===== config.mk =====
export PLATFORM = sky130hd
export DESIGN_NAME = mac_speed_clock_event_outputs
export DESIGN_NICKNAME = d
export VERILOG_FILES = /design/src/inc/mac_out_pkg.sv /design/src/hw/line_clk_div.sv /design/src/hw/mac_speed_clock_event_outputs.sv /design/src/hw/rtc_core.sv
export VERILOG_INCLUDE_DIRS = /design/src /design/src/inc
export SDC_FILE = /design/constraint.sdc
export NUM_CORES = 1
export LEC_CHECK = 0
export BUFFER_PORTS_ARGS = -buffer_cell sky130_fd_sc_hd__buf_2
export CORE_ASPECT_RATIO = 0.5
export CORE_MARGIN = 1.5
export CORE_UTILIZATION = 52
export DETAILED_ROUTE_END_ITERATION = 8
export PLACE_DENSITY = 0.77
export SETUP_SLACK_MARGIN = 0.2
export SLEW_MARGIN = 30
export SYNTH_ARGS = -nofsm -noshare
export SYNTH_HDL_FRONTEND = slang
export SYNTH_SLANG_ARGS = --single-unit

===== constraint.sdc =====
create_clock -name core_clk_i -period 3.9 [get_ports core_clk_i]
set_input_delay 0.39 -clock core_clk_i [delete_from_list [all_inputs] [get_ports core_clk_i]]
set_output_delay 0.39 -clock core_clk_i [all_outputs]
set_load 0.02 [all_outputs]

===== src/inc/mac_out_consts.svh =====
`ifndef MAC_OUT_CONSTS_SVH
`define MAC_OUT_CONSTS_SVH
// Clock rate of core_clk_i
`define CORE_CLK_HZ 100000000
// Line clock rates in Hz, times ten so the 2.5 MHz figure stays whole
`define LINE_GIGA_HZ_X10 1250000000
`define LINE_HUNDRED_HZ_X10 250000000
`define LINE_TEN_HZ_X10 25000000
// Speed field positions
`define SPEED_REG_HI 31
`define SPEED_REG_LO 30
`define SPEED_VEC_HI 66
`define SPEED_VEC_LO 65
`define CFG_VEC_W 80
// Speed codes
`define SPEED_CODE_TEN 2'h0
`define SPEED_CODE_HUNDRED 2'h1
`define SPEED_CODE_GIGA 2'h2
// Real-time clock fields
`define NS_PER_SEC 1000000000
`define TICK_PER_SEC 128
`define EIGHTK_HZ 8000
// Half period of the 8 kHz clock and full period of the 1/128 s tick, in nanoseconds
`define EIGHTK_HALF_NS 62500
`define TICK_NS 7812500
// Half period of the divided line clocks in core cycles (rounded down)
`define HALF_HUNDRED ((`CORE_CLK_HZ * 10 / `LINE_HUNDRED_HZ_X10) / 2)
`define HALF_TEN ((`CORE_CLK_HZ * 10 / `LINE_TEN_HZ_X10) / 2)
`endif


===== src/inc/mac_out_pkg.sv =====
`default_nettype none
package mac_out_pkg;
  typedef enum logic [1:0] {
    SPD_TEN = 2'h0,
    SPD_HUNDRED = 2'h1,
    SPD_GIGA = 2'h3
  } speed_e;
  typedef struct packed {
    logic hundred;
    logic low_rate;
  } speed_flags_s;
  typedef struct packed {
    logic [31:0] sec;
    logic [31:0] nsec;
    logic [31:0] nsec_1722;
  } rtc_time_s;
  typedef struct packed {
    logic mgmt;
    logic timing_rx;
    logic timing_tx;
    logic timing_tick;
  } irq_s;
endpackage
`default_nettype wire


===== src/hw/line_clk_div.sv =====
`timescale 1ns/1ps
`default_nettype none
`include "mac_out_consts.svh"
// Speed-dependent line clock: toggles every half period for the chosen speed
module line_clk_div
  import mac_out_pkg::*;
#(
  parameter int HALF_HUNDRED = `HALF_HUNDRED,
  parameter int HALF_TEN = `HALF_TEN
) (
  input wire logic core_clk_i,
  input wire logic arst_n_i,
  input wire logic giga_ref_i,
  input var speed_e speed_i,
  output logic line_clk_o
);
  logic [15:0] cnt_q, cnt_d;
  logic div_q, div_d;
  logic [15:0] limit;

  // Divider: reloads and toggles at the half-period limit
  always_comb begin
    limit = (speed_i == SPD_TEN) ? 16'(HALF_TEN - 1) : 16'(HALF_HUNDRED - 1);
    cnt_d = cnt_q + 16'h0001;
    div_d = div_q;
    if (cnt_q >= limit) begin
      cnt_d = 16'h0000;
      div_d = ~div_q;
    end
  end

  always_ff @(posedge core_clk_i or negedge arst_n_i) begin
    if (!arst_n_i) begin
      cnt_q <= 16'h0000;
      div_q <= 1'b0;
    end else begin
      cnt_q <= cnt_d;
      div_q <= div_d;
    end
  end

  // Gigabit passes the 125 MHz reference through, slower rates use the divider
  assign line_clk_o = (speed_i == SPD_GIGA) ? giga_ref_i : div_q;
endmodule
`default_nettype wire


===== src/hw/mac_speed_clock_event_outputs.sv =====
`timescale 1ns/1ps
`default_nettype none
`include "mac_out_consts.svh"
// Overview of operation
// - Receive line clock runs 125, 25 or 2.5 MHz by link speed.
// - Hundred flag high exactly at 100 Mb/s, from speed field bits 31:30.
// - Low-rate flag high at 10 or 100 Mb/s, low at gigabit.
// - Without management registers, speed comes from vector bits 66:65.
// - Zero-phase copy of the gigabit reference clock is output.
// - Quadrature copy of the reference clock is output for forwarding.
// - Forwarded clocks exist only with shared clocking, at any link speed.
// - Management interrupt comes only from transfer-done through the controller.
// - Timing receive interrupt follows any timing packet received.
// - Timing transmit interrupt follows any timing packet sent.
// - Timing tick interrupt fires every 1/128 second of the clock.
// - Nanoseconds and seconds fields are output, registered.
// - An 8 kHz clock locked to the real-time clock is output.
// - Extra nanoseconds output in the alternate transport format.
// - Transmit line clock uses the same speed-dependent rates.
// - Speed changes apply only at frame start; resets act at once.
module mac_speed_clock_event_outputs
  import mac_out_pkg::*;
#(
  parameter bit HAS_MGMT = 1'b1,
  parameter bit HAS_TIMING = 1'b1,
  parameter bit HAS_SHARED_CLK = 1'b1,
  parameter int HALF_HUNDRED = `HALF_HUNDRED,
  parameter int HALF_TEN = `HALF_TEN,
  parameter int NS_STEP = `NS_PER_SEC / `CORE_CLK_HZ
) (
  input wire logic core_clk_i,
  input wire logic arst_n_i,
  input wire logic giga_ref_i,
  input wire logic giga_ref_q_i,
  input wire logic [31:0] speed_cfg_i,
  input wire logic [`CFG_VEC_W-1:0] cfg_vec_i,
  input wire logic rx_frame_start_i,
  input wire logic tx_frame_start_i,
  input wire logic xfer_done_i,
  input wire logic xfer_done_en_i,
  input wire logic timing_rx_pkt_i,
  input wire logic timing_tx_pkt_i,
  output logic rx_line_clk_o,
  output logic tx_line_clk_o,
  output logic speed_is_hundred_flag_o,
  output logic speed_is_low_rate_flag_o,
  output logic ref_clock_o,
  output logic ref_clock_quadrature_o,
  output logic mgmt_irq_o,
  output logic timing_rx_irq_o,
  output logic timing_tx_irq_o,
  output logic timing_tick_irq_o,
  output logic [31:0] rtc_nsec_o,
  output logic [31:0] rtc_sec_o,
  output logic [31:0] rtc_nsec_1722_o,
  output logic eight_khz_clock_o
);
  logic [1:0] raw_code;
  speed_e req_speed, rx_speed_q, rx_speed_d, tx_speed_q, tx_speed_d;
  speed_flags_s flags_q, flags_d;
  irq_s irq_q, irq_d;
  rtc_time_s rtc_now, rtc_q, rtc_d;
  logic tick_ev, eightk_raw, eightk_q, eightk_d;
  logic rx_div_clk, tx_div_clk;
  speed_e dir_speed [2];
  wire logic [1:0] dir_clk;

  // Choose the speed field source by build option
  assign raw_code = HAS_MGMT ? speed_cfg_i[`SPEED_REG_HI:`SPEED_REG_LO]
                             : cfg_vec_i[`SPEED_VEC_HI:`SPEED_VEC_LO];

  // Single decode: 0 ten, 1 hundred, anything else gigabit
  always_comb begin
    case (raw_code)
      `SPEED_CODE_TEN: req_speed = SPD_TEN;
      `SPEED_CODE_HUNDRED: req_speed = SPD_HUNDRED;
      default: req_speed = SPD_GIGA;
    endcase
  end

  // Speed is sampled per direction only at that direction's frame start
  always_comb begin
    rx_speed_d = rx_frame_start_i ? req_speed : rx_speed_q;
    tx_speed_d = tx_frame_start_i ? req_speed : tx_speed_q;
    flags_d.hundred = (rx_speed_d == SPD_HUNDRED);
    flags_d.low_rate = (rx_speed_d != SPD_GIGA);
  end

  always_ff @(posedge core_clk_i or negedge arst_n_i) begin
    if (!arst_n_i) begin
      rx_speed_q <= SPD_GIGA;
      tx_speed_q <= SPD_GIGA;
      flags_q <= '0;
    end else begin
      rx_speed_q <= rx_speed_d;
      tx_speed_q <= tx_speed_d;
      flags_q <= flags_d;
    end
  end

  // Receive and transmit line clock generators, one per direction
  assign dir_speed[0] = rx_speed_q;
  assign dir_speed[1] = tx_speed_q;
  for (genvar g = 0; g < 2; g++) begin : g_dir
    line_clk_div #(
      .HALF_HUNDRED(HALF_HUNDRED),
      .HALF_TEN(HALF_TEN)
    ) u_div (
      .core_clk_i(core_clk_i),
      .arst_n_i(arst_n_i),
      .giga_ref_i(giga_ref_i),
      .speed_i(dir_speed[g]),
      .line_clk_o(dir_clk[g])
    );
  end
  assign rx_div_clk = dir_clk[0];
  assign tx_div_clk = dir_clk[1];

  // Real-time clock
  rtc_core #(
    .NS_STEP(NS_STEP)
  ) u_rtc (
    .core_clk_i(core_clk_i),
    .arst_n_i(arst_n_i),
    .time_o(rtc_now),
    .tick_o(tick_ev),
    .eightk_o(eightk_raw)
  );

  // Interrupt levels: mgmt gated by enable, timing pulses gated by build option
  always_comb begin
    irq_d.mgmt = xfer_done_i & xfer_done_en_i;
    irq_d.timing_rx = HAS_TIMING & timing_rx_pkt_i;
    irq_d.timing_tx = HAS_TIMING & timing_tx_pkt_i;
    irq_d.timing_tick = HAS_TIMING & tick_ev;
    rtc_d = HAS_TIMING ? rtc_now : '0;
    eightk_d = HAS_TIMING & eightk_raw;
  end

  always_ff @(posedge core_clk_i or negedge arst_n_i) begin
    if (!arst_n_i) begin
      irq_q <= '0;
      rtc_q <= '0;
      eightk_q <= 1'b0;
    end else begin
      irq_q <= irq_d;
      rtc_q <= rtc_d;
      eightk_q <= eightk_d;
    end
  end

  // Forwarded clocks: plain reference copies, present only with shared clocking
  // Line clocks at gigabit are the reference itself, so not re-registered
  assign ref_clock_o = HAS_SHARED_CLK & giga_ref_i;
  assign ref_clock_quadrature_o = HAS_SHARED_CLK & giga_ref_q_i;
  assign rx_line_clk_o = rx_div_clk;
  assign tx_line_clk_o = tx_div_clk;
  assign speed_is_hundred_flag_o = flags_q.hundred;
  assign speed_is_low_rate_flag_o = flags_q.low_rate;
  assign mgmt_irq_o = irq_q.mgmt;
  assign timing_rx_irq_o = irq_q.timing_rx;
  assign timing_tx_irq_o = irq_q.timing_tx;
  assign timing_tick_irq_o = irq_q.timing_tick;
  assign rtc_nsec_o = rtc_q.nsec;
  assign rtc_sec_o = rtc_q.sec;
  assign rtc_nsec_1722_o = rtc_q.nsec_1722;
  assign eight_khz_clock_o = eightk_q;
endmodule
`default_nettype wire


===== src/hw/rtc_core.sv =====
`timescale 1ns/1ps
`default_nettype none
`include "mac_out_consts.svh"
// Free-running real-time clock with tick and 8 kHz events
module rtc_core
  import mac_out_pkg::*;
#(
  parameter int NS_STEP = `NS_PER_SEC / `CORE_CLK_HZ
) (
  input wire logic core_clk_i,
  input wire logic arst_n_i,
  output var rtc_time_s time_o,
  output logic tick_o,
  output logic eightk_o
);
  logic [31:0] ns_q, ns_d, sec_q, sec_d, ns1722_q, ns1722_d;
  logic [31:0] tick_acc_q, tick_acc_d, ek_acc_q, ek_acc_d;
  logic tick_q, tick_d, ek_q, ek_d;

  // Advance nanoseconds, roll seconds, derive tick and 8 kHz each from its own accumulator
  always_comb begin
    ns_d = ns_q + 32'(NS_STEP);
    sec_d = sec_q;
    ns1722_d = ns1722_q + 32'(NS_STEP);
    if (ns_d >= 32'(`NS_PER_SEC)) begin
      ns_d = ns_d - 32'(`NS_PER_SEC);
      sec_d = sec_q + 32'h00000001;
    end
    tick_acc_d = tick_acc_q + 32'(NS_STEP);
    tick_d = 1'b0;
    if (tick_acc_d >= 32'(`TICK_NS)) begin
      tick_acc_d = tick_acc_d - 32'(`TICK_NS);
      tick_d = 1'b1;
    end
    ek_acc_d = ek_acc_q + 32'(NS_STEP);
    ek_d = ek_q;
    if (ek_acc_d >= 32'(`EIGHTK_HALF_NS)) begin
      ek_acc_d = ek_acc_d - 32'(`EIGHTK_HALF_NS);
      ek_d = ~ek_q;
    end
  end

  always_ff @(posedge core_clk_i or negedge arst_n_i) begin
    if (!arst_n_i) begin
      ns_q <= 32'h00000000;
      sec_q <= 32'h00000000;
      ns1722_q <= 32'h00000000;
      tick_acc_q <= 32'h00000000;
      ek_acc_q <= 32'h00000000;
      tick_q <= 1'b0;
      ek_q <= 1'b0;
    end else begin
      ns_q <= ns_d;
      sec_q <= sec_d;
      ns1722_q <= ns1722_d;
      tick_acc_q <= tick_acc_d;
      ek_acc_q <= ek_acc_d;
      tick_q <= tick_d;
      ek_q <= ek_d;
    end
  end

  // The 1722 format is a free-running nanosecond count that wraps at 2^32
  assign time_o = '{sec: sec_q, nsec: ns_q, nsec_1722: ns1722_q};
  assign tick_o = tick_q;
  assign eightk_o = ek_q;
endmodule
`default_nettype wire


# Yosys cells after proc, flatten, opt, wreduce, memory -nomap -nowiden
# Index checks and enable logic that the tools add are counted.
# totals
inputBits,122
ff_bits,303
word_cells,62
output_inout_bits,107
# classes
n_mux,12
reduce_logical,3
order_cmp,5
n_addsub,10
eq_ne,5
bitwise,4
# ops
op,count
"32-bit by 4-bit adder with 32-bit output, second input constant",4
32-bit 2-to-1 mux,3
"16-bit by 1-bit adder with 16-bit output, second input constant",2
"32-bit by 1-bit adder with 32-bit output, second input constant",1
16-bit >= comparator,2
"32-bit by 16-bit >= comparator with 1-bit output, second input constant",1
"32-bit by 23-bit >= comparator with 1-bit output, second input constant",1
"32-bit by 30-bit >= comparator with 1-bit output, second input constant",1
16-bit 2-to-1 mux,2
"32-bit by 16-bit subtractor with 32-bit output, second input constant",1
"32-bit by 23-bit subtractor with 32-bit output, second input constant",1
"32-bit by 30-bit subtractor with 32-bit output, second input constant",1
5-bit 2-to-1 mux,2
2-bit logical NOT,3
"2-bit by 1-bit equality test with 1-bit output, second input constant",2
"2-bit equality test, second input constant",2
2-bit one-hot mux with 2 select lines,1
1-bit 2-to-1 mux,3
1-bit NOT,3
2-bit 2-to-1 mux,1
"2-bit inequality test, second input constant",1
1-bit AND,1

# Longest topological paths before layout
# logic_depth
ltp_word,4
mapped_depth,18
ltp_nobuf,16

# Modules after synthesis
# From an unflattened synthesis, not the netlist that was laid out.
# hier_totals
cells_unflattened,1346
hier_area_um2,14501.4
# by_module_without_submodules
module,cells_each,area_per_inst_um2,instances,seq_area_each_um2
rtc_core,1134,10387.5,1,3953.8
mac_speed_clock_event_outputs,122,2780.2,1,2682.6
line_clk_div,45,666.9,2,425.4

# Least setup slack after synthesis
# Ideal clock, no wire load.
# synth_path
kind,reg2reg
startpoint,reg u_rtc.tick_acc_q[1]
endpoint,reg u_rtc.tick_acc_q[25]
period_less_slack_ns,3.653
arrival_time_ns,3.559
required_ns,3.806
path_stages_with_launch,16
setup_ns,0.094
path_buffers,2
setup_slack_ns,0.247
cell_sequence,dfrtp_1 ha_1 clkbuf_1 xor2_1 ha_1 or3b_1 a311oi_1 a311oi_1 a311oi_1 o21ai_1 a311oi_1 o21a_1 buf_4 o21ai_0 a21boi_0 a221oi_2
# synth_via
elab_chain_len,3
elab_cells_between_ends,4
classes_between,add/sub: 2; order compare: 1; mux: 1
# synth_rtl
element,line,source
from (decl),rtc_core.sv:17,"logic [31:0] tick_acc_q, tick_acc_d, ek_acc_q, ek_acc_d;"
from (signal assigned),rtc_core.sv:56,tick_acc_q <= tick_acc_d;
32-bit by 4-bit adder with 32-bit output *,rtc_core.sv:29,tick_acc_d = tick_acc_q + 32'(NS_STEP);
32-bit by 23-bit subtractor with 32-bit output / 32-bit by 23-bit >= comparator with 1-bit output (equally long branches),"rtc_core.sv:32, rtc_core.sv:31",
32-bit 2-to-1 mux *,rtc_core.sv:31,if (tick_acc_d >= 32'(`TICK_NS)) begin
via u_rtc.tick_acc_d[25],rtc_core.sv:17,
# The timed path passes the listed nets; every way through them passes the cells marked *.
# A chain may end at the register's enable or synchronous reset.

# Worst setup path in the final report
# Ends and elaborated chain as after synthesis.

==> run summary <==
status: finished, final reports clean
Max Clock Skew: 0.0118 ns
Area contributors post-synth: dfrtp_1, xnor2_1, xor2_1
DRT antenna net count: 0
hold crit path type: in2reg
H-Tree Depth: 1
die width: 237 µm
Area Growth Syn to Fin: 17.1%
Seq/Total Area, Yosys: 0.522
total number of vias: 10700
DP Wirelength: 21.1 mm
Leak: 7.45 nW
RSZ-0062 raised after global routing: true
Ys Warns: 0
Cell Area, Placed: 15500 µm²
drt wl/cell: 16.5 µm
routability-driven placement congestion ratio: 0.912
initial antenna violation count: 0
I/O pins: 229
final WL: 30.7 mm
Synth Register Bits: 297
CP Launch Type: register
DRT iter0 DRCs: 884
worst path arrival time: 4.08 ns
top_reg_cell synth: dfrtp_1
fraction of layout cells with a size suffix above 1: 0.195
Crit Path Category: reg2reg
EDFF count, synth: 0
asr flop ratio synth: 1.00
Final #Nets: 1635
Worst-Skew Late Latency: 0.55 ns
# port buffers: 114
power per standard cell area: 366 nW/µm²
Worst-path clk slew: 0.07 ns
Synth area leader: dfrtp_1
Initial Util: 0.534
total negative slack: 0 ns
Die Area: 28500 µm²
Worst EP required: 4.36 ns
number of global-route vias before repair: 10600
CTS buffer count: 26
Synth Cell Area: 14200 µm²
DR pass1 iterations: 5
most common cell after layout, fill and taps aside: dfrtp_1
Finished Cell Area: 16700 µm²
core area: 26700 µm²
largest net degree at the start of global routing: 125
R2R setup slack: 0.28 ns
Die Span Y: 120 µm
CP max FO: 7
clk buf depth: 3
worst relative slew slack: 0.590
post-route clock period utilization: 0.929
Slew Viols, Final: 0
synth unique cells: 89
commonest non-fill, non-tap cells in the layout: dfrtp_1, xnor2_1, buf_2
crit path capture type: register
CTS tree: done
clock root buffer master: clkbuf_16
post-layout min period: 3.62 ns
peak supply drop: 0.000274 V
vias per inst: 5.73
gr usage total: 0.219
Post-Syn Area per Cell: 10.8 µm²
share of the synthesized area in the top cell type: 0.515
global-route wire length before repair: 51.8 mm
MaxCap Viol Count: 0
drt drc: 0
standard-cell rows: 42
diodes inserted: 0
setup violators final: 0
worst slew pin tran: 0.611 ns
FMAX: 276 MHz
Cells after Synth: 1323
CTS sink count: 297
Hold Fails Final Rpt: 0
Overflow after GRT: 0
-- cells by family after synthesis --
logic type,Yosys count,share of synthesized area
flops,297,0.522
compound gates,194,0.0980
fa+ha+maj,17,0.0149
mux,13,0.00975
xor+xnor,224,0.139
simple gates,496,0.187
buf+inv,81,0.0282
other cells,1,0.000263
-- critical path, cell delays in order, from the launching register on --
cell and delay [ns]:
dfrtp_2 0.45, ha_2 0.22, xor2_2 0.23, ha_4 0.19, or3b_1 0.37, a311oi_2 0.24
a311oi_2 0.11, a311oi_2 0.42, o21ai_2 0.12, a311oi_2 0.23, o21a_1 0.22, buf_4 0.18
o21ai_0 0.11, a21boi_0 0.17, a221oi_2 0.26
-- metal layers --
metal	up-vias	wire, µm	GRT usage	share of wire
li1	5002	-	-	-
met1	5359	13400	0.291	0.44
met3	55	1180	0.0258	0.038
met2	286	15600	0.385	0.51
met4	0	555	0.0533	0.018
met5	-	0	0	0
-- cell type report --
class                   instances  area [µm²]
inverters                      32         124
flip-flops and latches        297        7450
repair buffers                173        1090
clock inverters                17         265
well taps                     352         440
clock buffers                  30         706
fillers                      2046       10000
multi-input cells             966        6610
-- final timing paths --
path / cells past startpoint / endpoint / start
worst max-delay path: 14 / u_rtc.tick_acc_q[25] / u_rtc.tick_acc_q[1]
worst min-delay path: 2 / tx_speed_q[0] / tx_frame_start_i
worst max register to register: 14 / u_rtc.tick_acc_q[25] / u_rtc.tick_acc_q[1]
worst min register to register: 0 / timing_tick_irq_o / u_rtc.tick_o
max in group asynchronous: 4 / u_rtc.ek_acc_q[1] / arst_n_i
min in group asynchronous: 2 / u_rtc.ns_q[5] / arst_n_i
-- sequential cells by signal (all words and copies together) (netlist names), 31 cells and up --
name	flops
u_rtc.ns_q	31
rtc_nsec_o	31
u_rtc.tick_acc_q	31
u_rtc.ek_acc_q	31
u_rtc.ns1722_q	31
rtc_sec_o	32
u_rtc.sec_q	32
rtc_nsec_1722_o	31
g_dir.u_div.cnt_q	32
-- timing repair --
action | in CTS | in global routing
gates resized for setup | 7 | 26
buffers inserted | 1 | 8
hold buffers | 3 | 0
setup endpoints to repair | 20 | 78
endpoints found under the hold margin | 72 | 0
pin swaps | 2 | 10
-- where the power goes --
| part | switching (mW) | internal, mW |
|---|---|---|
| combinational | 0.0842 | 0.0292 |
| clock | 1.17 | 1.71 |
| sequential | 0.00735 | 3.10 |
| total | 1.26 | 4.84 |
-- per-stage QoR --
step	cells	power (mW)	worst slack, ns	hold WS [ns]	utilization
3_5_place_dp	1807	3.28	0.0638	0.336	0.579
4_1_cts	1858	6.16	0.203	0.00352	0.618
2_1_floorplan	1344	3.20	0.247	0.0944	-
5_1_grt	1867	6.30	0.164	0.0110	0.625
6_report	1867	6.10	0.276	0.0255	0.625
3_3_place_gp	1807	3.27	0.137	0.338	0.579
-- synth_stat cells, types with 17 or more instances --
| library cell | count |
|---|---|
| xnor2_1 | 161 |
| and3_1 | 32 |
| nor2_1 | 93 |
| a21oi_1 | 32 |
| nand4_1 | 33 |
| ha_1 | 17 |
| a31oi_1 | 19 |
| inv_1 | 31 |
| buf_2 | 17 |
| xor2_1 | 60 |
| dfrtp_1 | 293 |
| nor3_1 | 30 |
| o21ai_0 | 37 |
| nand3_1 | 70 |
| nor4_1 | 21 |
| nand2_1 | 104 |
| and4_1 | 18 |
No activity file was read; power rests on OpenSTA's default activity.
